[src/afr_pkg.sv]
package afr_pkg;
  // Register addresses on the serial control port
  localparam logic [7:0] ADDR_FILTER_CONFIG     = 8'h08;
  localparam logic [7:0] ADDR_CONVERSION_CTRL   = 8'h09;
  localparam logic [7:0] ADDR_EXCITATION_CONFIG = 8'h0A;
  // Reset values
  localparam logic [7:0] FILTER_CONFIG_RST     = 8'h00;
  localparam logic [7:0] CONVERSION_CTRL_RST   = 8'h01;
  localparam logic [7:0] EXCITATION_CONFIG_RST = 8'h00;
  localparam logic [7:0] BIAS_ENABLE_RST       = 8'h00;
  localparam logic [3:0] SOURCE_SEL_OFF        = 4'hF;
  localparam logic [7:0] RDATA_RST             = 8'h00;
  localparam logic       VALID_RST             = 1'b0;
  localparam logic [23:0] RESULT_RST           = 24'h000000;
  // Field positions
  localparam int FILTER_RESERVED_BIT = 6;
  localparam int LINE_FILTER_LSB     = 4;
  localparam int RATE_LSB            = 0;
  localparam int EXT_CLOCK_BIT       = 7;
  localparam int UNIPOLAR_BIT        = 6;
  localparam int FORMAT_BIT          = 5;
  localparam int REF_POS_BUF_BIT     = 4;
  localparam int REF_NEG_BUF_BIT     = 3;
  localparam int REF_SEL_LSB         = 0;
  localparam int BIAS_MODE_LSB       = 6;
  localparam int BURNOUT_LSB         = 4;
  localparam int EXC_LEVEL_LSB       = 0;
  // Implemented bits per register
  localparam logic [7:0] FILTER_CONFIG_MASK = 8'h7F;
  // Result coding
  typedef enum logic [1:0] {
    AFR_CODE_TWOS, AFR_CODE_OFFSET, AFR_CODE_STRAIGHT
  } afr_coding_e;
  // Reference choice
  typedef enum logic [2:0] {
    AFR_REF_PAIR0, AFR_REF_PAIR1, AFR_REF_PAIR2, AFR_REF_SUPPLY,
    AFR_REF_SE0, AFR_REF_SE1, AFR_REF_SE2
  } afr_ref_e;
endpackage
[src/afr_config_regs.sv]
`timescale 1ns/1ps
`default_nettype none
// Summary of operation
// - line_filter_select 00 dual FIR, 01 50 Hz, 10 60 Hz, 11 sinc4.
// - Four-bit rate code selects data rate, meaning depends on filter select.
// - external_clock_select 0 internal oscillator, 1 clock from pin zero.
// - External clock selected overrides pin_zero_config function.
// - Writes to external_clock_select during a running sequence are ignored.
// - unipolar_select 0 bipolar range, 1 unipolar range.
// - Unipolar range always gives straight binary, format bit ignored.
// - Bipolar range: format 1 offset binary, 0 two's complement.
// - Out-of-range results saturate at min or max code of active format.
// - Reference buffer enables power buffers; clear means bypassed.
// - Reference select picks pairs, supply, or single-ended references.
// - bias_voltage_mode 00 active, 01 125k divider, 1x 20k divider.
// - burnout_current_mode off, 0.5, 1, 10 microamp.
// - excitation_level sets matched source current, 10 to 1600 microamp.
// - Enabling bias on an input clears a matched source on that input.
// - Enabling matched source on an input clears bias on that input, unless a same-cycle bias write enables that input.
module afr_config_regs (
  // Clock and reset
  input  wire logic        core_clk,
  input  wire logic        rst_n,
  input  wire logic        clk_en,
  // Register port
  input  wire logic        reg_wr,
  input  wire logic [7:0]  reg_addr,
  input  wire logic [7:0]  reg_wdata,
  output var  logic [7:0]  reg_rdata,
  // Sequencer status
  input  wire logic        sequence_active,
  // Input mux routing requests
  input  wire logic        bias_wr,
  input  wire logic [7:0]  bias_wdata,
  input  wire logic        src0_wr,
  input  wire logic [3:0]  src0_wdata,
  input  wire logic        src1_wr,
  input  wire logic [3:0]  src1_wdata,
  // Raw conversion result, signed wide
  input  wire logic        raw_valid,
  input  wire logic [25:0] raw_result,
  // Decoded configuration
  output var  logic [1:0]  line_filter_select,
  output var  logic [3:0]  rate_code,
  output var  logic        external_clock_select,
  output var  logic        pin_zero_override,
  output var  logic        unipolar_select,
  output var  logic [1:0]  result_coding,
  output var  logic        ref_pos_buffer_enable,
  output var  logic        ref_neg_buffer_enable,
  output var  logic [2:0]  ref_choice,
  output var  logic [1:0]  bias_voltage_mode,
  output var  logic [1:0]  burnout_current_mode,
  output var  logic [3:0]  excitation_level,
  output var  logic [7:0]  bias_voltage_source,
  output var  logic [3:0]  matched_current_source0,
  output var  logic [3:0]  matched_current_source1,
  // Coded result
  output var  logic        result_valid,
  output var  logic [23:0] result_data
);

  logic [7:0]  filt_reg,  filt_next;
  logic [7:0]  ctrl_reg,  ctrl_next;
  logic [7:0]  exc_reg,   exc_next;
  logic [1:0]  coding_reg, coding_next;
  logic [7:0]  bias_reg,  bias_next;
  logic [3:0]  src0_reg,  src0_next;
  logic [3:0]  src1_reg,  src1_next;
  logic [7:0]  rd_reg,    rd_next;
  logic        rv_reg,    rv_next;
  logic [23:0] res_reg,   res_next;

  // One-hot of the input a source selector drives, zero when off
  function automatic logic [7:0] src_onehot(input logic [3:0] sel);
    logic [7:0] oh;
    oh = 8'h00;
    if (sel < 4'h8) begin
      oh[sel[2:0]] = 1'b1;
    end
    return oh;
  endfunction

  // Result coding from range and format bits
  function automatic logic [1:0] coding_of(input logic [7:0] c);
    logic [1:0] k;
    k = afr_pkg::AFR_CODE_TWOS;
    if (c[afr_pkg::UNIPOLAR_BIT]) begin
      k = afr_pkg::AFR_CODE_STRAIGHT;
    end else if (c[afr_pkg::FORMAT_BIT]) begin
      k = afr_pkg::AFR_CODE_OFFSET;
    end
    return k;
  endfunction

  // Clamp a signed raw result into the 24-bit code of one coding
  function automatic logic [23:0] saturate(input logic signed [25:0] s,
                                           input logic [1:0]         k);
    logic [23:0] r;
    r = s[23:0];
    case (k)
      afr_pkg::AFR_CODE_STRAIGHT: begin
        // Unipolar negatives clamp to zero
        if (s < 26'sh0000000) begin
          r = 24'h000000;
        end else if (s > 26'sh0FFFFFF) begin
          r = 24'hFFFFFF;
        end
      end
      afr_pkg::AFR_CODE_OFFSET: begin
        r = s[23:0] ^ 24'h800000;
        if (s < -26'sh0800000) begin
          r = 24'h000000;
        end else if (s > 26'sh07FFFFF) begin
          r = 24'hFFFFFF;
        end
      end
      default: begin
        if (s < -26'sh0800000) begin
          r = 24'h800000;
        end else if (s > 26'sh07FFFFF) begin
          r = 24'h7FFFFF;
        end
      end
    endcase
    return r;
  endfunction

  // Read-back value of the register at one address
  function automatic logic [7:0] read_back(input logic [7:0] a,
                                           input logic [7:0] f,
                                           input logic [7:0] c,
                                           input logic [7:0] e);
    logic [7:0] v;
    v = 8'h00;
    case (a)
      afr_pkg::ADDR_FILTER_CONFIG: begin
        v = f;
      end
      afr_pkg::ADDR_CONVERSION_CTRL: begin
        v = c;
      end
      afr_pkg::ADDR_EXCITATION_CONFIG: begin
        v = e;
      end
      default: begin
        v = 8'h00;
      end
    endcase
    return v;
  endfunction

  // Host-written configuration registers
  always_comb begin
    filt_next = filt_reg;
    ctrl_next = ctrl_reg;
    exc_next  = exc_reg;
    if (reg_wr) begin
      case (reg_addr)
        afr_pkg::ADDR_FILTER_CONFIG: begin
          // Bit 7 is never stored
          filt_next = reg_wdata & afr_pkg::FILTER_CONFIG_MASK;
        end
        afr_pkg::ADDR_CONVERSION_CTRL: begin
          ctrl_next = reg_wdata;
          // Clock source must not move while a sequence runs
          if (sequence_active) begin
            ctrl_next[afr_pkg::EXT_CLOCK_BIT] = ctrl_reg[afr_pkg::EXT_CLOCK_BIT];
          end
        end
        afr_pkg::ADDR_EXCITATION_CONFIG: begin
          exc_next = reg_wdata;
        end
        default: begin
        end
      endcase
    end
    coding_next = coding_of(ctrl_next);
  end

  always_ff @(posedge core_clk or negedge rst_n) begin
    if (!rst_n) begin
      filt_reg   <= afr_pkg::FILTER_CONFIG_RST;
      ctrl_reg   <= afr_pkg::CONVERSION_CTRL_RST;
      exc_reg    <= afr_pkg::EXCITATION_CONFIG_RST;
      coding_reg <= afr_pkg::AFR_CODE_TWOS;
    end else if (clk_en) begin
      filt_reg   <= filt_next;
      ctrl_reg   <= ctrl_next;
      exc_reg    <= exc_next;
      coding_reg <= coding_next;
    end
  end

  // Bias and matched source exclusion, bias write applied last
  always_comb begin
    logic [7:0] oh0;
    logic [7:0] oh1;
    oh0       = 8'h00;
    oh1       = 8'h00;
    bias_next = bias_reg;
    src0_next = src0_reg;
    src1_next = src1_reg;
    // Selectors 8 and up never collide with bias
    if (src0_wr) begin
      src0_next = src0_wdata;
      bias_next = bias_next & ~src_onehot(src0_wdata);
    end
    if (src1_wr) begin
      src1_next = src1_wdata;
      bias_next = bias_next & ~src_onehot(src1_wdata);
    end
    if (bias_wr) begin
      bias_next = bias_wdata;
      oh0 = src_onehot(src0_next);
      oh1 = src_onehot(src1_next);
      if ((oh0 & bias_wdata) != 8'h00) begin
        src0_next = afr_pkg::SOURCE_SEL_OFF;
      end
      if ((oh1 & bias_wdata) != 8'h00) begin
        src1_next = afr_pkg::SOURCE_SEL_OFF;
      end
    end
  end

  always_ff @(posedge core_clk or negedge rst_n) begin
    if (!rst_n) begin
      bias_reg <= afr_pkg::BIAS_ENABLE_RST;
      src0_reg <= afr_pkg::SOURCE_SEL_OFF;
      src1_reg <= afr_pkg::SOURCE_SEL_OFF;
    end else if (clk_en) begin
      bias_reg <= bias_next;
      src0_reg <= src0_next;
      src1_reg <= src1_next;
    end
  end

  // Result coded with the coding in force at the sample
  always_comb begin
    rv_next  = raw_valid;
    res_next = res_reg;
    if (raw_valid) begin
      res_next = saturate(signed'(raw_result), coding_reg);
    end
  end

  always_ff @(posedge core_clk or negedge rst_n) begin
    if (!rst_n) begin
      rv_reg  <= afr_pkg::VALID_RST;
      res_reg <= afr_pkg::RESULT_RST;
    end else if (clk_en) begin
      rv_reg  <= rv_next;
      res_reg <= res_next;
    end
  end

  // Registered read-back, one cycle behind the address
  always_comb begin
    rd_next = read_back(reg_addr, filt_reg, ctrl_reg, exc_reg);
  end

  always_ff @(posedge core_clk or negedge rst_n) begin
    if (!rst_n) begin
      rd_reg <= afr_pkg::RDATA_RST;
    end else if (clk_en) begin
      rd_reg <= rd_next;
    end
  end

  // Decoded fields, straight from the register flops
  always_comb begin
    reg_rdata               = rd_reg;
    line_filter_select      = filt_reg[afr_pkg::LINE_FILTER_LSB +: 2];
    rate_code               = filt_reg[afr_pkg::RATE_LSB +: 4];
    // Clock source and pin zero override share bit 7
    external_clock_select   = ctrl_reg[afr_pkg::EXT_CLOCK_BIT];
    pin_zero_override       = ctrl_reg[afr_pkg::EXT_CLOCK_BIT];
    unipolar_select         = ctrl_reg[afr_pkg::UNIPOLAR_BIT];
    result_coding           = coding_reg;
    ref_pos_buffer_enable   = ctrl_reg[afr_pkg::REF_POS_BUF_BIT];
    ref_neg_buffer_enable   = ctrl_reg[afr_pkg::REF_NEG_BUF_BIT];
    ref_choice              = ctrl_reg[afr_pkg::REF_SEL_LSB +: 3];
    bias_voltage_mode       = exc_reg[afr_pkg::BIAS_MODE_LSB +: 2];
    burnout_current_mode    = exc_reg[afr_pkg::BURNOUT_LSB +: 2];
    excitation_level        = exc_reg[afr_pkg::EXC_LEVEL_LSB +: 4];
    bias_voltage_source     = bias_reg;
    matched_current_source0 = src0_reg;
    matched_current_source1 = src1_reg;
    result_valid            = rv_reg;
    result_data             = res_reg;
  end

endmodule // afr_config_regs
`default_nettype wire

[config.mk]
export PLATFORM = sky130hd
export DESIGN_NAME = afr_config_regs
export DESIGN_NICKNAME = d
export VERILOG_FILES = /design/src/afr_pkg.sv /design/src/afr_config_regs.sv
export SDC_FILE = /design/constraint.sdc
export NUM_CORES = 1
export LEC_CHECK = 0
export CAP_MARGIN = 40
export CORE_UTILIZATION = 60
export DETAILED_ROUTE_END_ITERATION = 10
export DONT_BUFFER_PORTS = 1
export GPL_TIMING_DRIVEN = 0
export HOLD_SLACK_MARGIN = 0.15
export PLACE_DENSITY = 0.79
export SLEW_MARGIN = 20
export SYNTH_ARGS = -nofsm -noshare
export SYNTH_HDL_FRONTEND = slang
export SYNTH_SLANG_ARGS = --single-unit
export TNS_END_PERCENT = 20
[constraint.sdc]
create_clock -name core_clk -period 2.2 [get_ports core_clk]
set_clock_uncertainty 0.1 [all_clocks]
set_input_delay 0.33 -clock core_clk [delete_from_list [all_inputs] [get_ports core_clk]]
set_output_delay 0.33 -clock core_clk [all_outputs]
set_load 0.01 [all_outputs]
# [Yosys cells after proc, flatten, opt, wreduce, memory -nomap -nowiden]
# Index checks and enable logic that the tools add are counted.
[totals] register_bits=74 input_bits=67
[op_classes] order_cmp=16 n_eq_ne=5 n_mux=37 bitwise=8 reduce_logical=11
[op_table] op="24-bit 2-to-1 mux" count=6
[op_table] op="8-bit 2-to-1 mux" count=11
[op_table] op="24-bit one-hot mux with 2 select lines" count=1
[op_table] op="8-bit AND" count=4
[op_table] op="26-bit by 24-bit greater-than comparator with 1-bit output (second input constant)" count=1
[op_table] op="26-bit by 25-bit greater-than comparator with 1-bit output (second input constant)" count=1
[op_table] op="26-bit by 1-bit less-than comparator with 1-bit output (second input constant)" count=1
[op_table] op="26-bit by 24-bit less-than comparator with 1-bit output (second input constant)" count=1
[op_table] op="8-bit by 4-bit equality test with 1-bit output (second input constant)" count=3
[op_table] op="4-bit 2-to-1 mux" count=6
[op_table] op="8-bit one-hot mux with 3 select lines" count=1
[op_table] op="3-bit by 4-bit less-than comparator with 1-bit output (second input constant)" count=4
[op_table] op="4-bit less-than comparator (second input constant)" count=4
[op_table] op="8-bit inverter" count=2
[op_table] op="8-bit nonzero test" count=2
[op_table] op="7-bit 2-to-1 mux" count=2
[op_table] op="1-bit demux with 3-bit select" count=4
[op_table] op="3-bit by 1-bit >= comparator with 1-bit output (second input constant)" count=4
[op_table] op="3-bit AND reduction" count=3
[op_table] op="1-bit 2-to-1 mux" count=5
[op_table] op="1-bit logical AND" count=4
[op_table] op="4-bit AND reduction" count=1
[op_table] op="2-bit by 1-bit equality test with 1-bit output (second input constant)" count=1
[op_table] op="2-bit equality test (second input constant)" count=1
[op_table] op="3 further kinds" count=4

# [Depth between registers and ports, before layout]
[depth] depth_word=12 depth_mapped=8 mapped_depth_nobuf=7

# [Least setup slack after synthesis]
# Ideal clock, no wire load.
[synth_path] kind="input to register" start="in reg_addr[2]" end="reg ctrl_reg[7]" setup_ps=127 arrival_ps=1828 t_required_ps=1973 slack_ps=145 stages=6 path_cell_list="or4b_4 > nor3_4 > and3_1 > buf_6 > and2b_1 > mux2_1"
[synth_via] elab_chain_len=2
[synth_lines] element="start: declaration" line="afr_config_regs.sv:27" rtl="input wire logic [7:0] reg_addr,"
[synth_lines] element="8-bit by 4-bit equality test with 1-bit output" line="afr_config_regs.sv:159" rtl="case (reg_addr)"
[synth_lines] element="4-bit AND reduction (no line)"
[synth_lines] element="end signal: assignment" line="afr_config_regs.sv:184" rtl="ctrl_reg <= afr_pkg::CONVERSION_CTRL_RST;"
[synth_lines] element="end signal: assignment" line="afr_config_regs.sv:189" rtl="ctrl_reg <= ctrl_next;"
[synth_lines] element="end: declaration" line="afr_config_regs.sv:64" rtl="logic [7:0] ctrl_reg, ctrl_next;"
# Every way passes these cells.
# A chain may end at the register's enable or synchronous reset.

==> impl_metrics.ini <==
[floorplan]
rows = 28
die_x_um = 80.7
coreArea_um2 = 5960
die_y_um = 80.7
die_area_um2 = 6510
initial_utilization = 0.623
io-pin-count = 140

[setup_path]
crit_end = result_data[19]$_DFFE_PN0P_
critical_path_arrival_ns = 2.25
crit_path_cell_trace = inv_1 -> ha_1 -> nor3_2 -> nand2b_1 -> a21oi_2 -> clkbuf_4 -> a21oi_1 -> a21oi_1
crit_path_start_kind = register
path_delay_family = compound AO/OA/AOI/OAI gates
cp_max_fo = 10
worstSetupPathType = register to register
crit_required_ns = 2.36
cp-end-kind = register
critPathLaunch = ctrl_reg[6]$_DFFE_PN0P_
r2r_slack_ns = 0.11
slowest_stage = dfrtp_2
max_stage_delay_ns = 0.45
cpMostUsedCell = a21oi_1
r2r_end = result_data[19]$_DFFE_PN0P_
reg2reg_depth = 8
r2r_start = ctrl_reg[6]$_DFFE_PN0P_
cp.depth = 8
crit_buf_inv = 2

[global_route]
grt_pass1_wl_mm = 15.5
grt_max_degree = 74
grt_pass1_vias = 3232
grt_overflow_total = 0
antenna_found_initial = 0
grt.total_usage = 0.318

[timing]
period_needed_ns = 2.09
slew_violations = 0
slew_headroom = 0.537
min_period_over_period = 0.952
setup_viol = 0
hold_viol = 0
tightest_slew_ns = 0.695
max_freq_mhz = 478

[cts]
clockBufferDepth = 2
cts_max_level = 3
root_buffer = clkbuf_8
cts_tree = yes
clkLatencyLatePin_ns = 0.35
post_cts_buffers = 0
clock-sinks = 73
numCtsBuffers = 9
clk_pin_slew_ns = 0.08

[hold_path]
hold_start = bias_wr
hold_class = input pin to register

[cells_and_area]
fin_area_um2 = 4630
fillers = 394
multi_input_area_um2 = 1660
area_growth_pct = 24.7
fin_nets = 506
seq_area_um2 = 1840
largest_reg_flops = 24
antenna_cells = 0
drive_above_1_share = 0.181

[route]
ant_nets = 0
drc = 0
drtIter0Drc = 166
wl_per_cell_um = 19.6
wl_mm = 10.1
avgViaCountPerCell = 6.24
first_pass_iters = 5
vias = 3225

[synthesis]
synth_cell_types = 45
yosysSeqAreaShare = 0.495
syn-instance-count = 372
synth_area_leaders = dfrtp_1 43%, a21oi_1 8.0%, mux2_2 7.9%, dfstp_2 6.4%, mux2i_1 4.6%
syn_nets = 441
avgSynthCellArea_um2 = 9.98
yosysWarnings = 0
yosysTopAreaCell = dfrtp_1
synth_top_area_share = 0.431
ys_seq_elements = 73
async_flop_share = 1.00
synth_edf_count = 0
synth_ff_type = dfrtp_1
syn_area_um2 = 3710

[place]
dp_hpwl_mm = 6.01
port_buffers = 0
place.gp.congestion = 0.875
post_dp_cell_area_um2 = 3810

[power_and_ir_drop]
p_leak_nw = 2.04
power_density_nw_per_um2 = 754
ir_worst_vdd_mv = 0.676
power_mw = 3.49

[run_status]
status = finished clean

[run]
cap_viol_max_count = 0
cell families after synthesis:
family	synth area share
simple gates	0.132
flops	0.495
buf+inv	0.0613
mux	0.134
fa+ha+maj	0.00674
compound gates	0.171
cell type report:
class | count | share of cell area
Sequential cell | 73 | 0.397
Multi-Input combinational cell | 252 | 0.358
Buffer | 32 | 0.0386
Timing Repair Buffer | 54 | 0.121
Tap cell | 75 | 0.0203
Clock inverter | 5 | 0.0224
Clock buffer | 11 | 0.0305
Inverter | 15 | 0.0122
layout by cell type (no fill, tap or decap), types with 2 or more instances in the layout:
cell type       n
inv_1          15
clkbuf_8       10
bufinv_16       3
dfrtp_1        63
a21oi_2         2
a32oi_1         2
and2_1          3
nor3_4          2
o211ai_1        4
mux2_2         26
a22o_1          8
nand2b_1        2
dlygate4sd3_1  53
nor2_1         36
a21oi_1        57
mux2i_1        17
nand3b_1        2
buf_2           3
dfstp_2         9
nor2b_1         3
clkbuf_1       12
nand3_1        17
clkbuf_2        2
ha_1            2
nand2_1        19
a32o_1          2
buf_4          11
o21ai_0        16
o22ai_1        10
or3_1           3
buf_1           3
synthesized netlist by cell type, types with 8 or more instances:
library cell  number
dfrtp_1           64
a21oi_1           59
nor2_1            36
mux2_2            26
nand2_1           19
mux2i_1           17
nand3_1           17
o21ai_0           16
clkbuf_1          15
inv_1             15
buf_4             11
o22ai_1           10
dfstp_2            9
a22o_1             8
worst min path at each step:
stage / to / slack (ns) / depth (start not counted)
floorplan: bias_voltage_source[0]$_DFFE_PN0P_ / -0.07 / 0
global placement: bias_voltage_source[6]$_DFFE_PN0P_ / -0.06 / 0
detailed placement: bias_voltage_source[6]$_DFFE_PN0P_ / -0.06 / 0
CTS: bias_voltage_source[0]$_DFFE_PN0P_ / 0.16 / 2
global route: bias_voltage_source[3]$_DFFE_PN0P_ / 0.17 / 2
finish: bias_voltage_source[6]$_DFFE_PN0P_ / 0.16 / 2
worst register-to-register path, stage by stage (launching register included):
cell and delay (ns):
dfrtp_2 0.45, inv_1 0.10, ha_1 0.39, nor3_2 0.07
nand2b_1 0.16, a21oi_2 0.23, clkbuf_4 0.26, a21oi_1 0.05
a21oi_1 0.20
layer usage:
layer | part of all wire | up-vias | global-route usage
met5 | 0 | - | 0
met4 | 0.028 | 0 | 0.138
met3 | 0.092 | 33 | 0.120
met2 | 0.51 | 181 | 0.525
met1 | 0.37 | 1566 | 0.366
li1 | - | 1445 | -
per-stage QoR:
step                      worst slack, ns  hold WS [ns]  TNS [ns]  cells  utilization
final                               0.106         0.160         0    517        0.778
after global placement            -0.0607       -0.0633    -0.939    447        0.639
after detailed placement           -0.119       -0.0635     -1.58    447        0.639
after floorplan                     0.145       -0.0656         0    372            -
after CTS                          0.0232         0.156         0    516        0.774
after global routing              -0.0114         0.168   -0.0248    517        0.778
what timing repair did:
action / in CTS / in global routing
gates resized for setup: 5 / 6
endpoints found under the hold margin: 139 / 1
hold buffers: 53 / 1
endpoints found under the setup margin: 20 / 20
where the power goes:
part | switching, mW | internal, mW
logic | 0.269 | 0.245
clock network | 0.513 | 0.785
registers | 0.181 | 1.50
total | 0.963 | 2.53
Note: power is estimated with default switching activity, not from simulation.
